--- src/design/ltir_pkg.sv ---
/*
  Shared constants and carrier types for the local timer and interrupt routing block.
  Assumes a single 100 MHz system clock and a register port that is a plain
  address, data and strobe port with read data one cycle after the strobe.
*/
package ltir_pkg;

  // Register byte offsets
  localparam logic [7:0] OFS_PERF_SET     = 8'h00;
  localparam logic [7:0] OFS_PERF_CLEAR   = 8'h04;
  localparam logic [7:0] OFS_PERI_ROUTE   = 8'h08;
  localparam logic [7:0] OFS_QUIET_TIME   = 8'h0C;
  localparam logic [7:0] OFS_CD_CONTROL   = 8'h10;
  localparam logic [7:0] OFS_CD_IRQ_CTRL  = 8'h14;

  // Core count and field layout
  localparam int         NUM_CORES        = 4;
  localparam int         PERF_W           = 8;
  localparam int         PERF_FAST_LSB    = 4;
  localparam int         PERF_NORM_LSB    = 0;
  localparam int         KEY_MSB          = 31;
  localparam int         KEY_LSB          = 24;
  localparam logic [7:0] ROUTE_KEY        = 8'h01;
  localparam int         ROUTE_W          = 3;
  localparam int         QUIET_EN_BIT     = 20;
  localparam int         QUIET_TIME_W     = 20;
  localparam int         QUIET_CNT_W      = 24;
  localparam int         CD_FLAG_BIT      = 31;
  localparam int         CD_IRQ_EN_BIT    = 29;
  localparam int         CD_EN_BIT        = 28;
  localparam int         CD_LOAD_W        = 28;
  localparam int         CD_CLEAR_BIT     = 31;
  localparam int         CD_RELOAD_BIT    = 30;

  // Quiet counter load is unit times the programmed time plus an extra
  localparam logic [23:0] QUIET_UNIT      = 24'h000010;
  localparam logic [23:0] QUIET_EXTRA     = 24'h00000F;

  // Reset values
  localparam logic [7:0]  PERF_RST        = 8'h00;
  localparam logic [2:0]  ROUTE_RST       = 3'h0;
  localparam logic [20:0] QUIET_RST       = 21'h000000;
  localparam logic [29:0] CD_CTRL_RST     = 30'h00000000;

  // Register port request
  typedef struct packed {
    logic [7:0]  addr;
    logic [31:0] wdata;
    logic        wr;
    logic        rd;
  } ltir_bus_req_t;

  // Countdown timer configuration
  typedef struct packed {
    logic                 irq_en;
    logic                 enable;
    logic [CD_LOAD_W-1:0] load;
  } ltir_cd_cfg_t;

endpackage

--- src/design/ltir_countdown.sv ---
/*
  Reloading countdown timer stepped on both edges of the crystal reference.
  Assumes xtal_ref is synchronous to sys_clk and slower than half its rate.
*/
`timescale 1ns/1ps
module ltir_countdown (
  // Clock and reset
  input  logic                         sys_clk,
  input  logic                         reset_n,
  // Reference and configuration
  input  logic                         xtal_ref,
  input  ltir_pkg::ltir_cd_cfg_t       cd_cfg,
  // Software pulses
  input  logic                         reload_pulse,
  input  logic                         clear_pulse,
  // State
  output logic [ltir_pkg::CD_LOAD_W-1:0] cd_count,
  output logic                         cd_flag
);
  import ltir_pkg::*;

  logic                 xtal_prev;
  logic                 xtal_edge;
  logic                 cd_step;
  logic                 cd_cross;
  logic [CD_LOAD_W-1:0] next_cd_count;
  logic                 next_cd_flag;

  // Either edge of the reference steps an enabled timer
  assign xtal_edge     = xtal_ref ^ xtal_prev;
  assign cd_step       = xtal_edge && cd_cfg.enable;
  assign cd_cross      = cd_step && (cd_count == '0);
  assign next_cd_count = reload_pulse ? cd_cfg.load :
                         cd_cross     ? cd_cfg.load :
                         cd_step      ? cd_count - 1'b1 :
                         cd_count;
  // Flag: a crossing wins over a clear in the same cycle
  assign next_cd_flag  = (cd_cross && cd_cfg.irq_en) ? 1'b1 :
                         clear_pulse                 ? 1'b0 :
                         cd_flag;

  // Timer registers
  always_ff @(posedge sys_clk or negedge reset_n) begin
    if (!reset_n) begin
      xtal_prev <= 1'b0;
      cd_count  <= '0;
      cd_flag   <= 1'b0;
    end else begin
      xtal_prev <= xtal_ref;
      cd_count  <= next_cd_count;
      cd_flag   <= next_cd_flag;
    end
  end

endmodule

--- src/design/ltir_quiet.sv ---
/*
  Bus-quiet counter: reloads while bus transactions are outstanding and counts
  down while the bus is idle. Assumes bus_busy is synchronous to sys_clk.
*/
`timescale 1ns/1ps
module ltir_quiet (
  // Clock and reset
  input  logic                          sys_clk,
  input  logic                          reset_n,
  // Bus activity and programmed time
  input  logic                          bus_busy,
  input  logic [ltir_pkg::QUIET_TIME_W-1:0] quiet_time,
  // State
  output logic [ltir_pkg::QUIET_CNT_W-1:0]  quiet_count,
  output logic                          quiet_expired
);
  import ltir_pkg::*;

  logic [QUIET_CNT_W-1:0] quiet_load;
  logic [QUIET_CNT_W-1:0] next_quiet_count;

  // Load value and next count
  assign quiet_load       = (QUIET_CNT_W'(quiet_time) * QUIET_UNIT) + QUIET_EXTRA;
  assign next_quiet_count = bus_busy           ? quiet_load :
                            (quiet_count != '0) ? quiet_count - 1'b1 :
                            quiet_count;
  assign quiet_expired    = (quiet_count == '0);

  // Counter register
  always_ff @(posedge sys_clk or negedge reset_n) begin
    if (!reset_n) begin
      quiet_count <= QUIET_EXTRA;
    end else begin
      quiet_count <= next_quiet_count;
    end
  end

endmodule

--- src/design/ltir_top.sv ---
/*
  Local timer and interrupt routing for a four-core cluster: performance
  monitor routing word, local timer routing, bus-quiet timer and countdown timer.
  Assumes all inputs synchronous to sys_clk and a register port whose master
  never issues read and write strobes together.
*/
// Implementation choices: the address-and-strobe port and the register offsets.
// Notes on behaviour
// Writing one to a clear-view bit clears that routing bit; zeros keep it.
// Fast field bit N sends core N monitor request to its fast pin.
// Normal field bit N sends core N monitor request to its normal pin.
// With both bits set, the request goes to the fast pin only.
// Timer route field updates only when write bits 31:24 equal 0x01.
// Route 0-3 drives normal pin of cores 0-3; 4-7 the fast pins.
// Quiet counter loads sixteen times quiet time plus 15 while bus busy.
// Quiet counter decrements each clock while no transaction outstanding.
// Quiet counter at zero with bit 20 set raises core 0 normal pin.
// Quiet time field is bits 19:0 in units of sixteen clocks.
// Enabled local timer decrements on both reference clock edges.
// At zero the timer reloads from bits 27:0 and keeps counting.
// Timer enable bit 28 low stops counting and interrupt requests.
// Interrupt enable bit 29 makes each zero crossing raise a request.
// Control bit 31 reads the pending timer request, read only.
// Writing one to interrupt bit 31 clears the request; self-clearing.
// A crossing in the clear cycle beats the clear; request stays.
// Writing one to interrupt bit 30 loads the timer now; self-clearing.
// Writing one to a set-view bit sets that routing bit; zeros keep it.
// Timer request holds until cleared and drives only the routed pin.
`timescale 1ns/1ps
module ltir_top (
  // Clock and reset
  input  logic                          sys_clk,
  input  logic                          reset_n,
  // Register port
  input  ltir_pkg::ltir_bus_req_t       bus_req,
  output logic [31:0]                   bus_rdata,
  // Cluster inputs
  input  logic [ltir_pkg::NUM_CORES-1:0] perf_monitor_request,
  input  logic                          bus_busy,
  input  logic                          xtal_ref,
  // Core interrupt pins
  output logic [ltir_pkg::NUM_CORES-1:0] core_normal_int,
  output logic [ltir_pkg::NUM_CORES-1:0] core_fast_int
);
  import ltir_pkg::*;

  // Decodes a three-bit route into one enable per destination pin
  function automatic logic [7:0] route_decode(input logic [ROUTE_W-1:0] route);
    logic [7:0] hot;
    hot        = 8'h00;
    hot[route] = 1'b1;
    return hot;
  endfunction

  // Software-visible state
  logic [PERF_W-1:0]       perf_route;
  logic [ROUTE_W-1:0]      timer_route;
  logic [20:0]             quiet_ctrl;
  logic [29:0]             cd_ctrl;
  // Next values
  logic [PERF_W-1:0]       next_perf_route;
  logic [ROUTE_W-1:0]      next_timer_route;
  logic [20:0]             next_quiet_ctrl;
  logic [29:0]             next_cd_ctrl;
  logic [31:0]             next_rdata;
  // Access decode
  logic                    wr_perf_set;
  logic                    wr_perf_clear;
  logic                    wr_route;
  logic                    route_key_ok;
  logic                    wr_quiet;
  logic                    wr_cd_ctrl;
  logic                    wr_cd_irq;
  logic                    hit_perf;
  logic                    hit_route;
  logic                    hit_quiet;
  logic                    hit_cd_ctrl;
  // Sub-block wiring
  ltir_cd_cfg_t            cd_cfg;
  logic                    cd_reload;
  logic                    cd_clear;
  logic                    cd_flag;
  logic                    quiet_expired;
  logic                    quiet_req;
  logic [7:0]              timer_pins;
  logic [PERF_W-1:0]       perf_fast_mask;
  logic [PERF_W-1:0]       perf_norm_mask;
  logic [NUM_CORES-1:0]    next_normal;
  logic [NUM_CORES-1:0]    next_fast;

  // Write strobes per register
  assign wr_perf_set   = bus_req.wr && (bus_req.addr == OFS_PERF_SET);
  assign wr_perf_clear = bus_req.wr && (bus_req.addr == OFS_PERF_CLEAR);
  assign wr_route      = bus_req.wr && (bus_req.addr == OFS_PERI_ROUTE);
  assign wr_quiet      = bus_req.wr && (bus_req.addr == OFS_QUIET_TIME);
  assign wr_cd_ctrl    = bus_req.wr && (bus_req.addr == OFS_CD_CONTROL);
  assign wr_cd_irq     = bus_req.wr && (bus_req.addr == OFS_CD_IRQ_CTRL);
  assign route_key_ok  = (bus_req.wdata[KEY_MSB:KEY_LSB] == ROUTE_KEY);

  // Address hits for reads
  assign hit_perf      = (bus_req.addr == OFS_PERF_SET) ||
                         (bus_req.addr == OFS_PERF_CLEAR);
  assign hit_route     = (bus_req.addr == OFS_PERI_ROUTE);
  assign hit_quiet     = (bus_req.addr == OFS_QUIET_TIME);
  assign hit_cd_ctrl   = (bus_req.addr == OFS_CD_CONTROL);

  // Routing word: set view ORs ones in, clear view masks ones out
  assign next_perf_route =
    wr_perf_set   ? (perf_route | bus_req.wdata[PERF_W-1:0]) :
    wr_perf_clear ? (perf_route & ~bus_req.wdata[PERF_W-1:0]) :
    perf_route;

  // Timer route changes only with the key in the top byte
  assign next_timer_route = (wr_route && route_key_ok) ?
                            bus_req.wdata[ROUTE_W-1:0] : timer_route;

  // Quiet time and enable
  assign next_quiet_ctrl = wr_quiet ? bus_req.wdata[20:0] : quiet_ctrl;

  // Countdown control holds enable, interrupt enable and load value
  assign next_cd_ctrl = wr_cd_ctrl ? bus_req.wdata[29:0] : cd_ctrl;

  // Self-clearing command pulses
  assign cd_clear  = wr_cd_irq && bus_req.wdata[CD_CLEAR_BIT];
  assign cd_reload = wr_cd_irq && bus_req.wdata[CD_RELOAD_BIT];

  // Read data, zero for write-only views and unmapped addresses
  assign next_rdata =
    !bus_req.rd ? 32'h00000000 :
    hit_perf    ? {24'h000000, perf_route} :
    hit_route   ? {29'h00000000, timer_route} :
    hit_quiet   ? {11'h000, quiet_ctrl} :
    hit_cd_ctrl ? {cd_flag, 1'b0, cd_ctrl} :
    32'h00000000;

  // Software register file
  always_ff @(posedge sys_clk or negedge reset_n) begin
    if (!reset_n) begin
      perf_route  <= PERF_RST;
      timer_route <= ROUTE_RST;
      quiet_ctrl  <= QUIET_RST;
      cd_ctrl     <= CD_CTRL_RST;
      bus_rdata   <= 32'h00000000;
    end else begin
      perf_route  <= next_perf_route;
      timer_route <= next_timer_route;
      quiet_ctrl  <= next_quiet_ctrl;
      cd_ctrl     <= next_cd_ctrl;
      bus_rdata   <= next_rdata;
    end
  end

  // Countdown configuration carrier
  assign cd_cfg.irq_en = cd_ctrl[CD_IRQ_EN_BIT];
  assign cd_cfg.enable = cd_ctrl[CD_EN_BIT];
  assign cd_cfg.load   = cd_ctrl[CD_LOAD_W-1:0];

  // Bus-quiet counter
  ltir_quiet u_quiet (
    .sys_clk       (sys_clk),
    .reset_n       (reset_n),
    .bus_busy      (bus_busy),
    .quiet_time    (quiet_ctrl[QUIET_TIME_W-1:0]),
    .quiet_count   (),
    .quiet_expired (quiet_expired)
  );

  // Local countdown timer
  ltir_countdown u_countdown (
    .sys_clk      (sys_clk),
    .reset_n      (reset_n),
    .xtal_ref     (xtal_ref),
    .cd_cfg       (cd_cfg),
    .reload_pulse (cd_reload),
    .clear_pulse  (cd_clear),
    .cd_count     (),
    .cd_flag      (cd_flag)
  );

  // Quiet request only when enabled
  assign quiet_req = quiet_expired && quiet_ctrl[QUIET_EN_BIT];

  // Timer request goes to the one pin its route selects
  assign timer_pins = cd_flag ? route_decode(timer_route) : 8'h00;

  // Monitor routing masks, fast overrides normal
  assign perf_fast_mask = perf_route >> PERF_FAST_LSB;
  assign perf_norm_mask = perf_route >> PERF_NORM_LSB;

  // Per-core pin merge
  genvar core;
  generate
    for (core = 0; core < NUM_CORES; core++) begin : g_core
      assign next_fast[core] =
        (perf_monitor_request[core] && perf_fast_mask[core]) ||
        timer_pins[NUM_CORES + core];
      assign next_normal[core] =
        (perf_monitor_request[core] && perf_norm_mask[core] &&
         !perf_fast_mask[core]) ||
        timer_pins[core] ||
        ((core == 0) && quiet_req);
    end
  endgenerate

  // Registered interrupt pins
  always_ff @(posedge sys_clk or negedge reset_n) begin
    if (!reset_n) begin
      core_normal_int <= '0;
      core_fast_int   <= '0;
    end else begin
      core_normal_int <= next_normal;
      core_fast_int   <= next_fast;
    end
  end

endmodule

--- config.mk ---
export PLATFORM = sky130hd
export DESIGN_NAME = ltir_top
export DESIGN_NICKNAME = d
export VERILOG_FILES = /design/src/design/ltir_pkg.sv /design/src/design/ltir_countdown.sv /design/src/design/ltir_quiet.sv /design/src/design/ltir_top.sv
export SDC_FILE = /design/constraint.sdc
export NUM_CORES = 1
export LEC_CHECK = 0
export BUFFER_PORTS_ARGS = -buffer_cell sky130_fd_sc_hd__buf_2
export CAP_MARGIN = 20
export CORE_MARGIN = 8
export CORE_UTILIZATION = 55
export CTS_BUF_LIST = sky130_fd_sc_hd__clkbuf_4
export CTS_CLUSTER_SIZE = 28
export DETAILED_ROUTE_END_ITERATION = 16
export GPL_TIMING_DRIVEN = 0
export HOLD_SLACK_MARGIN = 0.02
export PLACE_DENSITY = 0.76
export SLEW_MARGIN = 20
export SYNTH_ARGS = -nofsm -noshare
export SYNTH_HDL_FRONTEND = slang
export SYNTH_SLANG_ARGS = --single-unit
--- constraint.sdc ---
create_clock -name sys_clk -period 3.2 [get_ports sys_clk]
set_input_delay 0.32 -clock sys_clk [delete_from_list [all_inputs] [get_ports sys_clk]]
set_output_delay 0.32 -clock sys_clk [all_outputs]
set_load 0.01 [all_outputs]
==> out/results.tsv <==
stage	metric	value	unit
placed_design	post-detail-place hpwl	14250	um
yosys	Post-Syn Nets	757	
yosys	syn avg cell area	10.55	um^2
yosys	Synth Area in Adders	0.6748	%
finish	most common cell after layout, fill and taps aside	dfrtp_1	
worst_hold_path	Hold Path Depth	3	
drt	vias per cell	6.044	
critical_path	end of the worst register-to-register path	u_countdown.cd_count[26]	
sta	Final WS setup	0.1872	ns
clock_network	Num CTS Buffers	17	
yosys	sequential share of the synthesized area	52.36	%
finish	nets@finish	901	
sta	final setup fails	0	
power_and_ir_drop	worst vdd ir	0.2998	mV
worst_hold_path	worst hold path startpoint	bus_busy	
drt	DR vias	6268	
clock_network	clk root buf	clkbuf_4	
floorplanning	Initial Util	56.23	%
yosys	register bit count reported by yosys	155	
critical_path	Startpoint Class	flop	
floorplanning	Die Area	17460	um^2
finish	fill count	1057	
power_and_ir_drop	pwr dens	425.2	nW/um^2
critical_path	Worst R2R Path Depth	9	
critical_path	Critical Path RT	3.69	ns
floorplanning	Die W	132.1	um
yosys	cells after synthesis	703	
floorplanning	Die H	132.1	um
power_and_ir_drop	overall power	3733	uW
power_and_ir_drop	Pleak	0.004160	uW
sta	measured slew at the worst slew-check pin	0.9689	ns
yosys	Post-synth ARST share	100.0	%
grt	All-Layer GR Usage	22.95	%
finish	Non-Filler Instances	1037	
drt	DRT antenna net count	0	
yosys	Primary FF master, synth	dfrtp_1	
clock_network	postcts setup bufs	0	
worst_hold_path	Hold WC Path Type	input pin to flop	
grt	global route overflow	0	
drt	Post-Route WL	19780	um
clock_network	CTS tree	done	
placed_design	RePlAce Congestion	0.9404	
drt	DRC Markers	0	
clock_network	Clock Latency Late Sink	0.57	ns
yosys	Synth Area in Compound Gates	13.85	%
grt	vias in the first global route	6431	
floorplanning	core area	13190	um^2
critical_path	R2R Path Start	u_countdown.cd_count[0]	
sta	Setup Skew	0.02168	ns
critical_path	critical path class	flop to flop	
drt	DR pass1 iterations	7	
yosys	Ys Warns	0	
finish	Multi-input gate area	3284	um^2
sta	RSZ-0062 raised after global routing	false	
finish	commonest cells after routing, fill and taps aside	151 x dfrtp_1, 89 x buf_2, 71 x nand2_1, 54 x nor2_1, 54 x mux2_2	
sta	crit path time final	3.013	ns
critical_path	CP Max Fanout	10	
yosys	largest family of logic cells by synthesized area	simple AND/OR/NAND/NOR gates	
placed_design	placed insts	968	
worst_hold_path	Worst Hold End	u_quiet.quiet_count[21]	
clock_network	Clock Sinks	155	
sta	fmax	331.9	MHz
finish	Register Area	3884	um^2
yosys	Cell Area, Synth	7417	um^2
clock_network	Reg clk slew, reported paths	0.15	ns
placed_design	pre-CTS WS	0.1249	ns
job	maxcap violations	0	
floorplanning	Ports	90	
grt	first-pass GRT wire length	32370	um
sta	slew margin rel.	34.81	%
yosys	xor/xnor share of the synthesized area	1.771	%
yosys	Netlist cell types	74	
yosys	area share of and/or/nand/nor cells after synthesis	17.19	%
placed_design	IO buf count	88	
grt	largest net degree at the start of global routing	87	
outcome	status	finished, final reports clean	
critical_path	Arr. time, crit path	3.50	ns
clock_network	H-tree Lvls	4	
drt	routed length per instance	19.07	um
critical_path	Critical Path End Type	flop	
yosys	multiplexer area fraction after synthesis	10.63	%
yosys	EDFF count, synth	0	
clock_network	Clock Path Buffers	2	
floorplanning	num rows	42	
sta	setup TNS	0	ns
drt	First DRT Iteration DRCs	620	
sta	Hold Fails Final Rpt	0	
sta	final critical-path share of the clock period	94.15	%
sta	max-slew violations	0	
finish	share of cells above drive strength 1	23.72	%
finish	area delta synth->final	18.37	%
critical_path	R2R setup slack	0.19	ns
grt	initial antenna violation count	1	
==> routing by layer <==
| layer | routed length, um | up-vias | global-route usage, % |
|---|---|---|---|
| li1 | - | 2854 | - |
| met1 | 8742 | 3136 | 30.04 |
| met2 | 9392 | 243 | 35.87 |
| met3 | 1223 | 35 | 5.564 |
| met4 | 417 | 0 | 9.317 |
| met5 | 0 | - | 0 |
==> worst max-delay path by stage <==
stage,cells past startpoint,startpoint,endpoint
floorplan,9,u_countdown.cd_count[0],u_countdown.cd_count[4]
global placement,1,reset_n,core_fast_int[3]
detailed placement,8,u_countdown.cd_count[0],u_countdown.cd_count[17]
CTS,8,u_countdown.cd_count[0],u_countdown.cd_count[17]
global route,9,u_countdown.cd_count[0],u_countdown.cd_count[9]
finish,9,u_countdown.cd_count[0],u_countdown.cd_count[26]
==> what timing repair did <==
action / CTS / global route
hold buffers: 35 / 1
hold endpoints to repair: 149 / 2
resized for setup: 0 / 4
endpoints found under the setup margin: 0 / 4
==> sequential cells by signal (all words and copies together), names as in the netlist, named ones only <==
| name | cells |
|---|---|
| bus_rdata | 31 |
| cd_cfg | 30 |
| u_countdown.cd_count | 28 |
| u_quiet.quiet_count | 24 |
| quiet_ctrl | 21 |
| core_fast_int | 4 |
| core_normal_int | 4 |
| timer_route | 3 |
| u_countdown.cd_flag | 1 |
| u_countdown.xtal_prev | 1 |
==> worst max-delay path, cell delays in order (launching register included) <==
cell and delay [ns]:
dfrtp_1 0.44, inv_1 0.11, ha_1 0.15, or4b_2 0.61, or3_1 0.32, clkbuf_1 0.21
o31ai_4 0.45, buf_2 0.33, o21ai_0 0.13, a21oi_1 0.18
==> cells by family after synthesis <==
logic type	count (synthesis)
flops	155
buf+inv	61
mux	71
compound gates	149
xor+xnor	15
fa+ha+maj	4
other cells	1
simple gates	247
==> metrics by stage <==
step | instance area, um^2 | util (%) | hold slack [ns]
3_5_place_dp | 8115 | 61.53 | 0.3740
3_3_place_gp | 8078 | 61.24 | 0.4519
2_1_floorplan | 7417 | - | 0.02441
6_report | 8780 | 66.56 | 0.05436
5_1_grt | 8780 | 66.56 | 0.03927
4_1_cts | 8757 | 66.39 | 0.02368
==> cell type report <==
| type | count | area share, % |
|---|---|---|
| multi-input cells | 487 | 37.41 |
| clock buffers | 17 | 1.454 |
| well taps | 176 | 2.508 |
| repair buffers | 125 | 9.548 |
| flip-flops and latches | 155 | 44.24 |
| clock inverters | 15 | 1.867 |
| plain buffers | 35 | 1.838 |
| inverters | 26 | 1.112 |
| diodes | 1 | 0.02850 |
==> report_power, final <==
group	internal, uW	leakage, uW	switching, uW
logic	165	0.00197	205
clock network	480	0.000155	761
registers	2040	0.00204	83.5
total	2680	0.00416	1050
==> Yosys cell counts, types with 7 or more instances <==
cell      number  share of area (%)
a21oi_1       23                1.6
a22oi_1       26                2.6
a31oi_1        9               0.76
and2_1        15                1.3
clkbuf_1      27                1.4
dfrtp_1      151                 51
inv_1         25                1.3
mux2_2        54                8.2
mux2i_1       15                2.0
nand2_1       71                3.6
nand3_1        9               0.61
nand4_1       11               0.93
nor2_1        55                2.8
nor3_1        18                1.2
nor4_1        12                1.0
o21ai_0       33                2.2
o31ai_1        8               0.81
or3_1         16                1.3
or4_1          9               0.91
xnor2_1        7               0.83
xor2_1         8               0.94
No activity file was read; power rests on OpenSTA's default activity.
